--- config.mk ---
export PLATFORM = sky130hd
export DESIGN_NAME = wdfs_supervisor
export DESIGN_NICKNAME = d
export VERILOG_FILES = /design/src/hdl/wdfs_pkg.sv /design/src/hdl/wdfs_supervisor.sv
export SDC_FILE = /design/constraint.sdc
export NUM_CORES = 1
export LEC_CHECK = 0
export CAP_MARGIN = 20
export CORE_MARGIN = 4
export CORE_UTILIZATION = 60
export DETAILED_ROUTE_END_ITERATION = 16
export DONT_BUFFER_PORTS = 1
export PLACE_DENSITY = 0.76
export SLEW_MARGIN = 20
export SYNTH_ARGS = -nofsm -noshare
export SYNTH_HDL_FRONTEND = slang
export SYNTH_SLANG_ARGS = --single-unit
--- constraint.sdc ---
create_clock -name clk -period 2.5 [get_ports clk]
set_input_delay 0.125 -clock clk [delete_from_list [all_inputs] [get_ports clk]]
set_output_delay 0.125 -clock clk [all_outputs]
set_load 0.05 [all_outputs]
--- src/hdl/wdfs_pkg.sv ---
// package of constants for the watchdog and fail-safe supervisor
package wdfs_pkg;
	// =========================================================
	// widths and timing
	localparam int          WDFS_CH_COUNT   = 12;
	localparam int          WDFS_CNT_W      = 32;
	localparam int          WDFS_CLK_MHZ    = 100;
	// default watchdog window in microseconds, plain values
	localparam int          WDFS_TMIN_US    = 10;
	localparam int          WDFS_TMAX_US    = 100;
	localparam int          WDFS_TMIN_CYC   = WDFS_TMIN_US * WDFS_CLK_MHZ;
	localparam int          WDFS_TMAX_CYC   = WDFS_TMAX_US * WDFS_CLK_MHZ;
	// =========================================================
	// reset values and serial bit count end
	localparam logic [11:0] WDFS_FAULT_RST  = 12'h000;
	localparam logic [11:0] WDFS_SHIFT_RST  = 12'h000;
	localparam logic [31:0] WDFS_CNT_RST    = 32'h0000_0000;
	localparam logic [3:0]  WDFS_BIT_RST    = 4'h0;
	localparam logic [3:0]  WDFS_BIT_TOP    = 4'hB;

	// supervisor states, gray along standby, run, failsafe
	typedef enum logic [1:0] {
		WDFS_ST_STANDBY  = 2'b00,
		WDFS_ST_RUN      = 2'b01,
		WDFS_ST_FAILSAFE = 2'b11
	} wdfs_state_t;
endpackage : wdfs_pkg

--- src/hdl/wdfs_supervisor.sv ---
// watchdog, fail-safe and fault reporting supervisor
// Operation
// - reset clears fault and serial report registers
// - reset holds the device in low-current standby
// - reset release starts the watchdog timeout interval
// - fail-safe with select high turns on high-side outputs 0 and 2
// - select low disables watchdog supervision and fail-safe entry
// - no kick transition within timeout window enters fail-safe
// - open-drain fault flag pulled low from any output fault until the next fault read start
// - fault flag is summary only; serial output names faulted outputs
// - watchdog timing enabled only while wake input is high
// - fail-safe outputs stay on while select stays high, until reinitialized, then normal operation
// - serial fault bits for outputs 11 down to 0, msb first
`timescale 1ns/100ps
module wdfs_supervisor #(
	parameter int TMIN_CYC = wdfs_pkg::WDFS_TMIN_CYC,
	parameter int TMAX_CYC = wdfs_pkg::WDFS_TMAX_CYC
) (
	input  wire logic        clk,
	input  wire logic        resetn,
	input  wire logic        failsafe_select_in,
	input  wire logic        watchdog_kick_in,
	input  wire logic        wake_in,
	input  wire logic [11:0] output_fault_in,
	input  wire logic [1:0]  high_side_cmd_in,
	input  wire logic        fault_read_start,
	output logic             high_side_out_zero,
	output logic             high_side_out_two,
	output logic             fault_flag_n_out,
	output logic             fault_flag_n_oe,
	output logic             fault_serial_out,
	output logic             fault_serial_valid,
	output logic             standby,
	output logic             failsafe_active
);
	// =========================================================
	// input synchronisers
	logic [4:0] sync1_reg;
	logic [4:0] sync1_next;
	logic [4:0] sync2_reg;
	logic [4:0] sync2_next;
	logic       kick_prev_reg;
	logic       kick_prev_next;
	logic [11:0] fsync1_reg;
	logic [11:0] fsync2_reg;
	logic       fsel;
	logic       kick;
	logic       wake;
	logic       hs0_cmd;
	logic       hs2_cmd;

	always_comb begin
		sync1_next     = {failsafe_select_in, watchdog_kick_in, wake_in, high_side_cmd_in};
		sync2_next     = sync1_reg;
		kick_prev_next = sync2_reg[3];
	end

	always_ff @(posedge clk) begin
		sync1_reg     <= sync1_next;
		sync2_reg     <= sync2_next;
		kick_prev_reg <= kick_prev_next;
		fsync1_reg    <= output_fault_in;
		fsync2_reg    <= fsync1_reg;
	end

	assign fsel    = sync2_reg[4];
	assign kick    = sync2_reg[3];
	assign wake    = sync2_reg[2];
	assign hs2_cmd = sync2_reg[1];
	assign hs0_cmd = sync2_reg[0];

	// =========================================================
	// watchdog state machine
	wdfs_pkg::wdfs_state_t        state_reg;
	wdfs_pkg::wdfs_state_t        state_next;
	logic [wdfs_pkg::WDFS_CNT_W-1:0] cnt_reg;
	logic [wdfs_pkg::WDFS_CNT_W-1:0] cnt_next;
	logic                         kick_edge;
	logic                         too_late;
	logic                         too_early;

	assign kick_edge = kick ^ kick_prev_reg;
	assign too_late  = cnt_reg >= TMAX_CYC[wdfs_pkg::WDFS_CNT_W-1:0];
	assign too_early = cnt_reg < TMIN_CYC[wdfs_pkg::WDFS_CNT_W-1:0];

	always_comb begin
		state_next = state_reg;
		cnt_next   = cnt_reg;
		case (state_reg)
			wdfs_pkg::WDFS_ST_STANDBY: begin
				// first edge after reset release starts the interval
				state_next = wdfs_pkg::WDFS_ST_RUN;
				cnt_next   = wdfs_pkg::WDFS_CNT_RST;
			end
			wdfs_pkg::WDFS_ST_RUN: begin
				if (!fsel || !wake) begin
					// supervision off; keep interval fresh
					cnt_next = wdfs_pkg::WDFS_CNT_RST;
				end else if (kick_edge && !too_early) begin
					cnt_next = wdfs_pkg::WDFS_CNT_RST;
				end else if (kick_edge || too_late) begin
					// early or missing kick is a timeout
					state_next = wdfs_pkg::WDFS_ST_FAILSAFE;
				end else begin
					cnt_next = cnt_reg + 32'h0000_0001;
				end
			end
			wdfs_pkg::WDFS_ST_FAILSAFE: begin
				// held until reset reinitializes the device
				state_next = wdfs_pkg::WDFS_ST_FAILSAFE;
			end
			default: begin
				state_next = wdfs_pkg::WDFS_ST_STANDBY;
				cnt_next   = wdfs_pkg::WDFS_CNT_RST;
			end
		endcase
	end

	always_ff @(posedge clk) begin
		if (!resetn) begin
			state_reg <= wdfs_pkg::WDFS_ST_STANDBY;
			cnt_reg   <= wdfs_pkg::WDFS_CNT_RST;
		end else begin
			state_reg <= state_next;
			cnt_reg   <= cnt_next;
		end
	end

	// =========================================================
	// fault latch and serial fault report
	logic [11:0] fault_reg;
	logic [11:0] fault_next;
	logic [11:0] shift_reg;
	logic [11:0] shift_next;
	logic [3:0]  bit_reg;
	logic [3:0]  bit_next;
	logic        busy_reg;
	logic        busy_next;
	logic        sout_reg;
	logic        sout_next;

	always_comb begin
		// faults stick until reported; a new fault wins over the clear
		fault_next = fault_reg | fsync2_reg;
		shift_next = shift_reg;
		bit_next   = bit_reg;
		busy_next  = busy_reg;
		sout_next  = 1'b0;
		if (!busy_reg && fault_read_start && state_reg != wdfs_pkg::WDFS_ST_STANDBY) begin
			shift_next = fault_reg;
			fault_next = fsync2_reg;
			bit_next   = wdfs_pkg::WDFS_BIT_RST;
			busy_next  = 1'b1;
		end else if (busy_reg) begin
			sout_next  = shift_reg[11];
			shift_next = {shift_reg[10:0], 1'b0};
			bit_next   = bit_reg + 4'h1;
			if (bit_reg == wdfs_pkg::WDFS_BIT_TOP) begin
				busy_next = 1'b0;
			end
		end
	end

	always_ff @(posedge clk) begin
		if (!resetn) begin
			fault_reg <= wdfs_pkg::WDFS_FAULT_RST;
			shift_reg <= wdfs_pkg::WDFS_SHIFT_RST;
			bit_reg   <= wdfs_pkg::WDFS_BIT_RST;
			busy_reg  <= 1'b0;
			sout_reg  <= 1'b0;
		end else begin
			fault_reg <= fault_next;
			shift_reg <= shift_next;
			bit_reg   <= bit_next;
			busy_reg  <= busy_next;
			sout_reg  <= sout_next;
		end
	end

	// =========================================================
	// outputs
	logic fs_on;
	logic hs0_reg;
	logic hs0_next;
	logic hs2_reg;
	logic hs2_next;
	logic flag_reg;
	logic flag_next;
	logic sout_valid_reg;
	logic sout_valid_next;

	assign fs_on = (state_reg == wdfs_pkg::WDFS_ST_FAILSAFE) && fsel;

	always_comb begin
		hs0_next        = fs_on | (state_reg == wdfs_pkg::WDFS_ST_RUN && hs0_cmd);
		hs2_next        = fs_on | (state_reg == wdfs_pkg::WDFS_ST_RUN && hs2_cmd);
		flag_next       = |fault_next;
		sout_valid_next = busy_reg;
	end

	always_ff @(posedge clk) begin
		if (!resetn) begin
			hs0_reg        <= 1'b0;
			hs2_reg        <= 1'b0;
			flag_reg       <= 1'b0;
			sout_valid_reg <= 1'b0;
		end else begin
			hs0_reg        <= hs0_next;
			hs2_reg        <= hs2_next;
			flag_reg       <= flag_next;
			sout_valid_reg <= sout_valid_next;
		end
	end

	assign high_side_out_zero = hs0_reg;
	assign high_side_out_two  = hs2_reg;
	assign fault_flag_n_out   = 1'b0;
	assign fault_flag_n_oe    = flag_reg;
	assign fault_serial_out   = sout_reg;
	assign fault_serial_valid = sout_valid_reg;
	assign standby            = state_reg == wdfs_pkg::WDFS_ST_STANDBY;
	assign failsafe_active    = state_reg == wdfs_pkg::WDFS_ST_FAILSAFE;
endmodule : wdfs_supervisor

==> impl_metrics.py, run 1 <==
metrics = {
    "finish": {
        "fill_cells": 413,
        "postLayoutCoreUtil": 0.714,
        "final-seq-area_um2": 2060,
        "layout-drive-gt1-share": 0.0745,
        "diodes": 0,
        "nets": 394,
        "area_growth_pct": 12.7,
        "largest_reg_flops": 32,
        "multi_input_area_um2": 1380,
    },
    "clock_network": {
        "htreeDepth": 3,
        "holdBufCountCts": 18,
        "path_clk_slew_ns": 0.10,
        "cts_sinks": 103,
        "root_buffer": "clkbuf_8",
        "cts_buffers": 9,
        "cts_tree": "done",
        "cts.path.max_buffers": 2,
        "insertion_delay_ns": 0.37,
        "cts_resized": 0,
        "cts_post_setup_buffers_inserted": 0,
    },
    "logic_synthesis": {
        "ys_seq_elements": 103,
        "syn_area_um2": 3550,
        "yosysTopAreaCell": "dfxtp_1",
        "synthCells": 357,
        "ys_top_cells_by_area": "dfxtp_1 (58%), nor2_1 (4.9%), a21oi_1 (3.9%), and2_1 (3.9%), mux2i_1 (3.7%)",
        "synthFlopType": "dfxtp_1",
        "yosysTopAreaCellShare": 0.581,
        "synth.avg_cell_area_um2": 9.94,
        "ys_warn_count": 0,
        "synth_edf_count": 0,
        "synth_common_cells": "dfxtp_1 (103), nor2_1 (46), a21oi_1 (28)",
        "yosysSeqAreaShare": 0.581,
        "synthesis.nets": 380,
        "yosysMostFrequentCell": "dfxtp_1",
        "ys_types": 49,
        "async_flop_share": 0,
    },
    "sta": {
        "max_freq_mhz": 462,
        "period_minus_slack_ns": 2.17,
        "fin_crit_sh": 0.866,
        "skew_ns": 0.0199,
        "hold_viol": 0,
        "maxSlewHeadroom": 0.371,
        "setup_viol": 0,
        "slew_viol_final": 0,
        "rsz0062_at_grt": "no",
        "setup_slack_ns": 0.335,
        "whs_ns": 0.0301,
        "finalSetupTns_ns": 0,
        "worstMarginPinSlew_ns": 0.942,
    },
    "floorplanning": {
        "die_area_um2": 7210,
        "dieHeight_um": 84.9,
        "design.core.area_um2": 5610,
        "die_x_um": 84.9,
        "io_pins": 28,
        "initial_core_util": 0.633,
        "num_rows": 27,
    },
    "routing": {
        "ant_nets": 0,
        "avgViaCountPerCell": 5.70,
        "drc_errors": 0,
        "via_count": 2553,
        "drtPass1Iterations": 4,
        "wl_per_cell_um": 15.3,
        "drt-total-wl_um": 6840,
        "drt_iter0_drc": 164,
    },
    "pwr": {
        "irDropWorstVdd_mv": 0.666,
        "finalPower_mw": 3.11,
        "p_per_area_nw_per_um2": 778,
        "p_leak_nw": 1.57,
    },
    "worst_setup_path": {
        "worstPathRequired_ns": 2.80,
        "critical_path_class": "reg -> reg",
        "crit_fanout": 15,
        "critPathArrivalTime_ns": 2.47,
        "start_kind": "flop",
        "cp-end-kind": "flop",
    },
    "global_routing": {
        "grt_first_pass_wirelength_um": 11900,
        "grt_start_max_net_pins": 33,
        "overflow": 0,
        "antenna_found_initial": 0,
        "grt_pass1_vias": 2462,
        "grt.total_usage": 0.206,
    },
    "placed_design": {
        "pre_cts_ws_ns": 0.353,
        "gp_congestion": 0.924,
        "numPortBuffers": 0,
        "dp_hpwl_um": 4410,
    },
    "min_path": {
        "hold_class": "in -> reg",
    },
    "run": {
        "drv_cap": 0,
    },
    "outcome": {
        "status": "complete, no violations",
    },
}
worst max-delay path: stages, from the launching register on:
cell,delay [ns]
dfxtp_1,0.33
or4_4,0.54
nor3_4,0.31
a31o_2,0.40
o21a_1,0.34
a21boi_1,0.19
routing by layer:
metal	vias up	global-route usage	wire, µm	part of all wire
met1	1203	0.272	3240	0.47
met3	6	0.0612	278	0.041
met5	-	0	0	0
met4	0	0.0676	70	0.010
li1	1292	-	-	-
met2	52	0.325	3250	0.47
path summary, 6_finish.rpt:
check	startpoint	endpoint	slack, ns	cells past startpoint
worst max-delay path	cnt_reg[15]	cnt_reg[7]	0.33	5
worst min-delay path	resetn	high_side_out_two	0.03	2
worst max register to register	cnt_reg[15]	cnt_reg[7]	0.33	5
worst min register to register	fsync1_reg[11]	fsync2_reg[11]	0.33	0
through the flow:
step                std cells  area, µm²
global route              448       4000
CTS                       448       4000
finish                    448       4000
floorplan                 357       3550
global placement          414       3580
detailed placement        414       3580
final cells by class:
| class | count | area share |
|---|---|---|
| sequential | 103 | 0.515 |
| multi-input combinational | 228 | 0.346 |
| timing repair buffer | 20 | 0.0488 |
| clock buffer | 9 | 0.0310 |
| clock inverter | 7 | 0.0285 |
| tap | 72 | 0.0225 |
| inverter | 9 | 0.00844 |
cells in the final DEF (no fill, tap or decap), types with 2 or more instances in the layout:
cell type and n:
dfxtp_1 103, nor2_1 46, a21oi_1 28, and2_1 22, dlygate4sd3_1 18, nand2_1 17
mux2i_1 13, nor4_1 12, nand3_1 11, nand4_1 10, clkbuf_8 9, inv_1 8
o2111ai_1 5, nor3_1 5, and3_1 5, or2_2 4, o211ai_1 4, a31oi_1 4
o21a_1 3, nand2b_1 3, a41oi_1 3, xnor2_1 3, o211a_1 3, ha_1 3
nor3b_1 2, o21ai_0 2, bufinv_16 2, inv_6 2, buf_4 2
power by group:
| group | internal [mW] | switching [mW] |
|---|---|---|
| clock network | 0.588 | 0.602 |
| logic | 0.0709 | 0.102 |
| registers | 1.70 | 0.0493 |
cells by family (layout without fill, tap and decap cells):
| group | count (synthesis) | in the layout | synth area share |
|---|---|---|---|
| buf+inv | 26 | 45 | 0.0296 |
| xor+xnor | 3 | 3 | 0.00740 |
| mux | 13 | 13 | 0.0367 |
| compound gates | 64 | 64 | 0.119 |
| other cells | 1 | 1 | 0.00106 |
| flops | 103 | 103 | 0.581 |
| simple gates | 144 | 144 | 0.215 |
| fa+ha+maj | 3 | 3 | 0.0106 |
(Power assumes the default switching activity.)
==> inputs of run 2 (changes only) <==
CORE_ASPECT_RATIO = 0.5   (was unset)
==> impl_metrics.py, run 2 (synthesized netlist as in run 1, its figures left out) <==
metrics = {
    "outcome": {
        "status": "complete, no violations",
    },
    "clock_network": {
        "htreeDepth": 3,
        "cts_post_setup_buffers_inserted": 0,
        "holdBufCountCts": 18,
        "root_buffer": "clkbuf_16",
        "cts_sinks": 103,
        "cts_resized": 0,
        "path_clk_slew_ns": 0.07,
        "cts_buffers": 9,
        "cts_tree": "done",
        "insertion_delay_ns": 0.35,
        "cts.path.max_buffers": 2,
    },
    "pwr": {
        "p_per_area_nw_per_um2": 823,
        "irDropWorstVdd_mv": 0.788,
        "p_leak_nw": 1.61,
        "finalPower_mw": 3.36,
    },
    "placed_design": {
        "place_inst": 415,
        "pre_cts_ws_ns": 0.359,
        "dp_hpwl_um": 4340,
        "gp_congestion": 0.923,
        "numPortBuffers": 0,
        "place_area_um2": 3580,
    },
    "finish": {
        "largest_reg_flops": 32,
        "layout_commonest_cell": "dfxtp_1",
        "area_growth_pct": 14.9,
        "fin_area_um2": 4080,
        "layout-drive-gt1-share": 0.0745,
        "fill_cells": 393,
        "diodes": 0,
        "instances_no_fill": 449,
        "mostFrequentLayoutCells": "dfxtp_1 (103), nor2_1 (46), a21oi_1 (28)",
        "nets": 394,
        "postLayoutCoreUtil": 0.727,
    },
    "worst_setup_path": {
        "start_kind": "flop",
        "critical_path_class": "reg -> reg",
        "worstPathRequired_ns": 2.78,
        "crit_fanout": 15,
        "critPathArrivalTime_ns": 2.44,
        "cp-end-kind": "flop",
    },
    "global_routing": {
        "antenna_found_initial": 0,
        "grt_start_max_net_pins": 33,
        "overflow": 0,
        "grt.total_usage": 0.202,
        "grt_pass1_vias": 2494,
        "grt_first_pass_wirelength_um": 11600,
    },
    "floorplanning": {
        "die_area_um2": 7290,
        "design.core.area_um2": 5610,
        "dieHeight_um": 62.4,
        "initial_core_util": 0.633,
        "die_x_um": 117,
        "io_pins": 28,
        "num_rows": 19,
    },
    "routing": {
        "via_count": 2615,
        "drt-total-wl_um": 6780,
        "drt_iter0_drc": 242,
        "drc_errors": 0,
        "drtPass1Iterations": 5,
        "wl_per_cell_um": 15.1,
        "ant_nets": 0,
        "avgViaCountPerCell": 5.82,
    },
    "run": {
        "drv_cap": 0,
    },
    "sta": {
        "slew_viol_final": 0,
        "skew_ns": 0.0107,
        "rsz0062_at_grt": "no",
        "max_freq_mhz": 462,
        "setup_slack_ns": 0.338,
        "period_minus_slack_ns": 2.16,
        "hold_viol": 0,
        "fin_crit_sh": 0.865,
        "worstMarginPinSlew_ns": 0.954,
        "maxSlewHeadroom": 0.363,
        "whs_ns": 0.0128,
        "finalSetupTns_ns": 0,
        "setup_viol": 0,
    },
    "min_path": {
        "hold_class": "in -> reg",
    },
}
[run 2: changes by cell type in the layout (fill, tap and decap cells not counted)]
cell / previous run / this run
clkinv_2: 0 / 1
bufinv_16: 2 / 1
clkbuf_8: 9 / 0
clkbuf_16: 0 / 9
[run 2: final cells by class]
cell class,count,area (µm²),area share
clock buffers,9,225,0.0552
clock inverters,7,88.8,0.0218
inverters,9,33.8,0.00828
multi-input cells,228,1380,0.339
flip-flops and latches,103,2060,0.506
well taps,73,91.3,0.0224
repair buffers,20,195,0.0479
[run 2: path summary, 6_finish.rpt]
path / start / end / slack [ns] / depth (start not counted)
worst max-delay path: cnt_reg[15] / cnt_reg[7] / 0.34 / 5
worst min-delay path: resetn / high_side_out_zero / 0.01 / 2
worst max register to register: cnt_reg[15] / cnt_reg[7] / 0.34 / 5
worst min register to register: fsync1_reg[1] / fsync2_reg[1] / 0.33 / 0
[run 2: metal layers]
metal | global-route usage | routed length (µm) | part of all wire
met1 | 0.255 | 2950 | 0.44
met3 | 0.0803 | 454 | 0.067
met5 | 0 | 0 | 0
met2 | 0.317 | 3270 | 0.48
met4 | 0.0658 | 106 | 0.016
[run 2: critical path, stage by stage (launching register included)]
cell and delay, ns:
dfxtp_1 0.31, or4_4 0.54, nor3_4 0.31, a31o_2 0.41
o21a_1 0.34, a21boi_1 0.19
[run 2: report_power, final]
group / internal, mW / switching [mW] / total (mW)
clock: 0.798 / 0.636 / 1.43
combinational: 0.0710 / 0.104 / 0.175
sequential: 1.70 / 0.0472 / 1.75
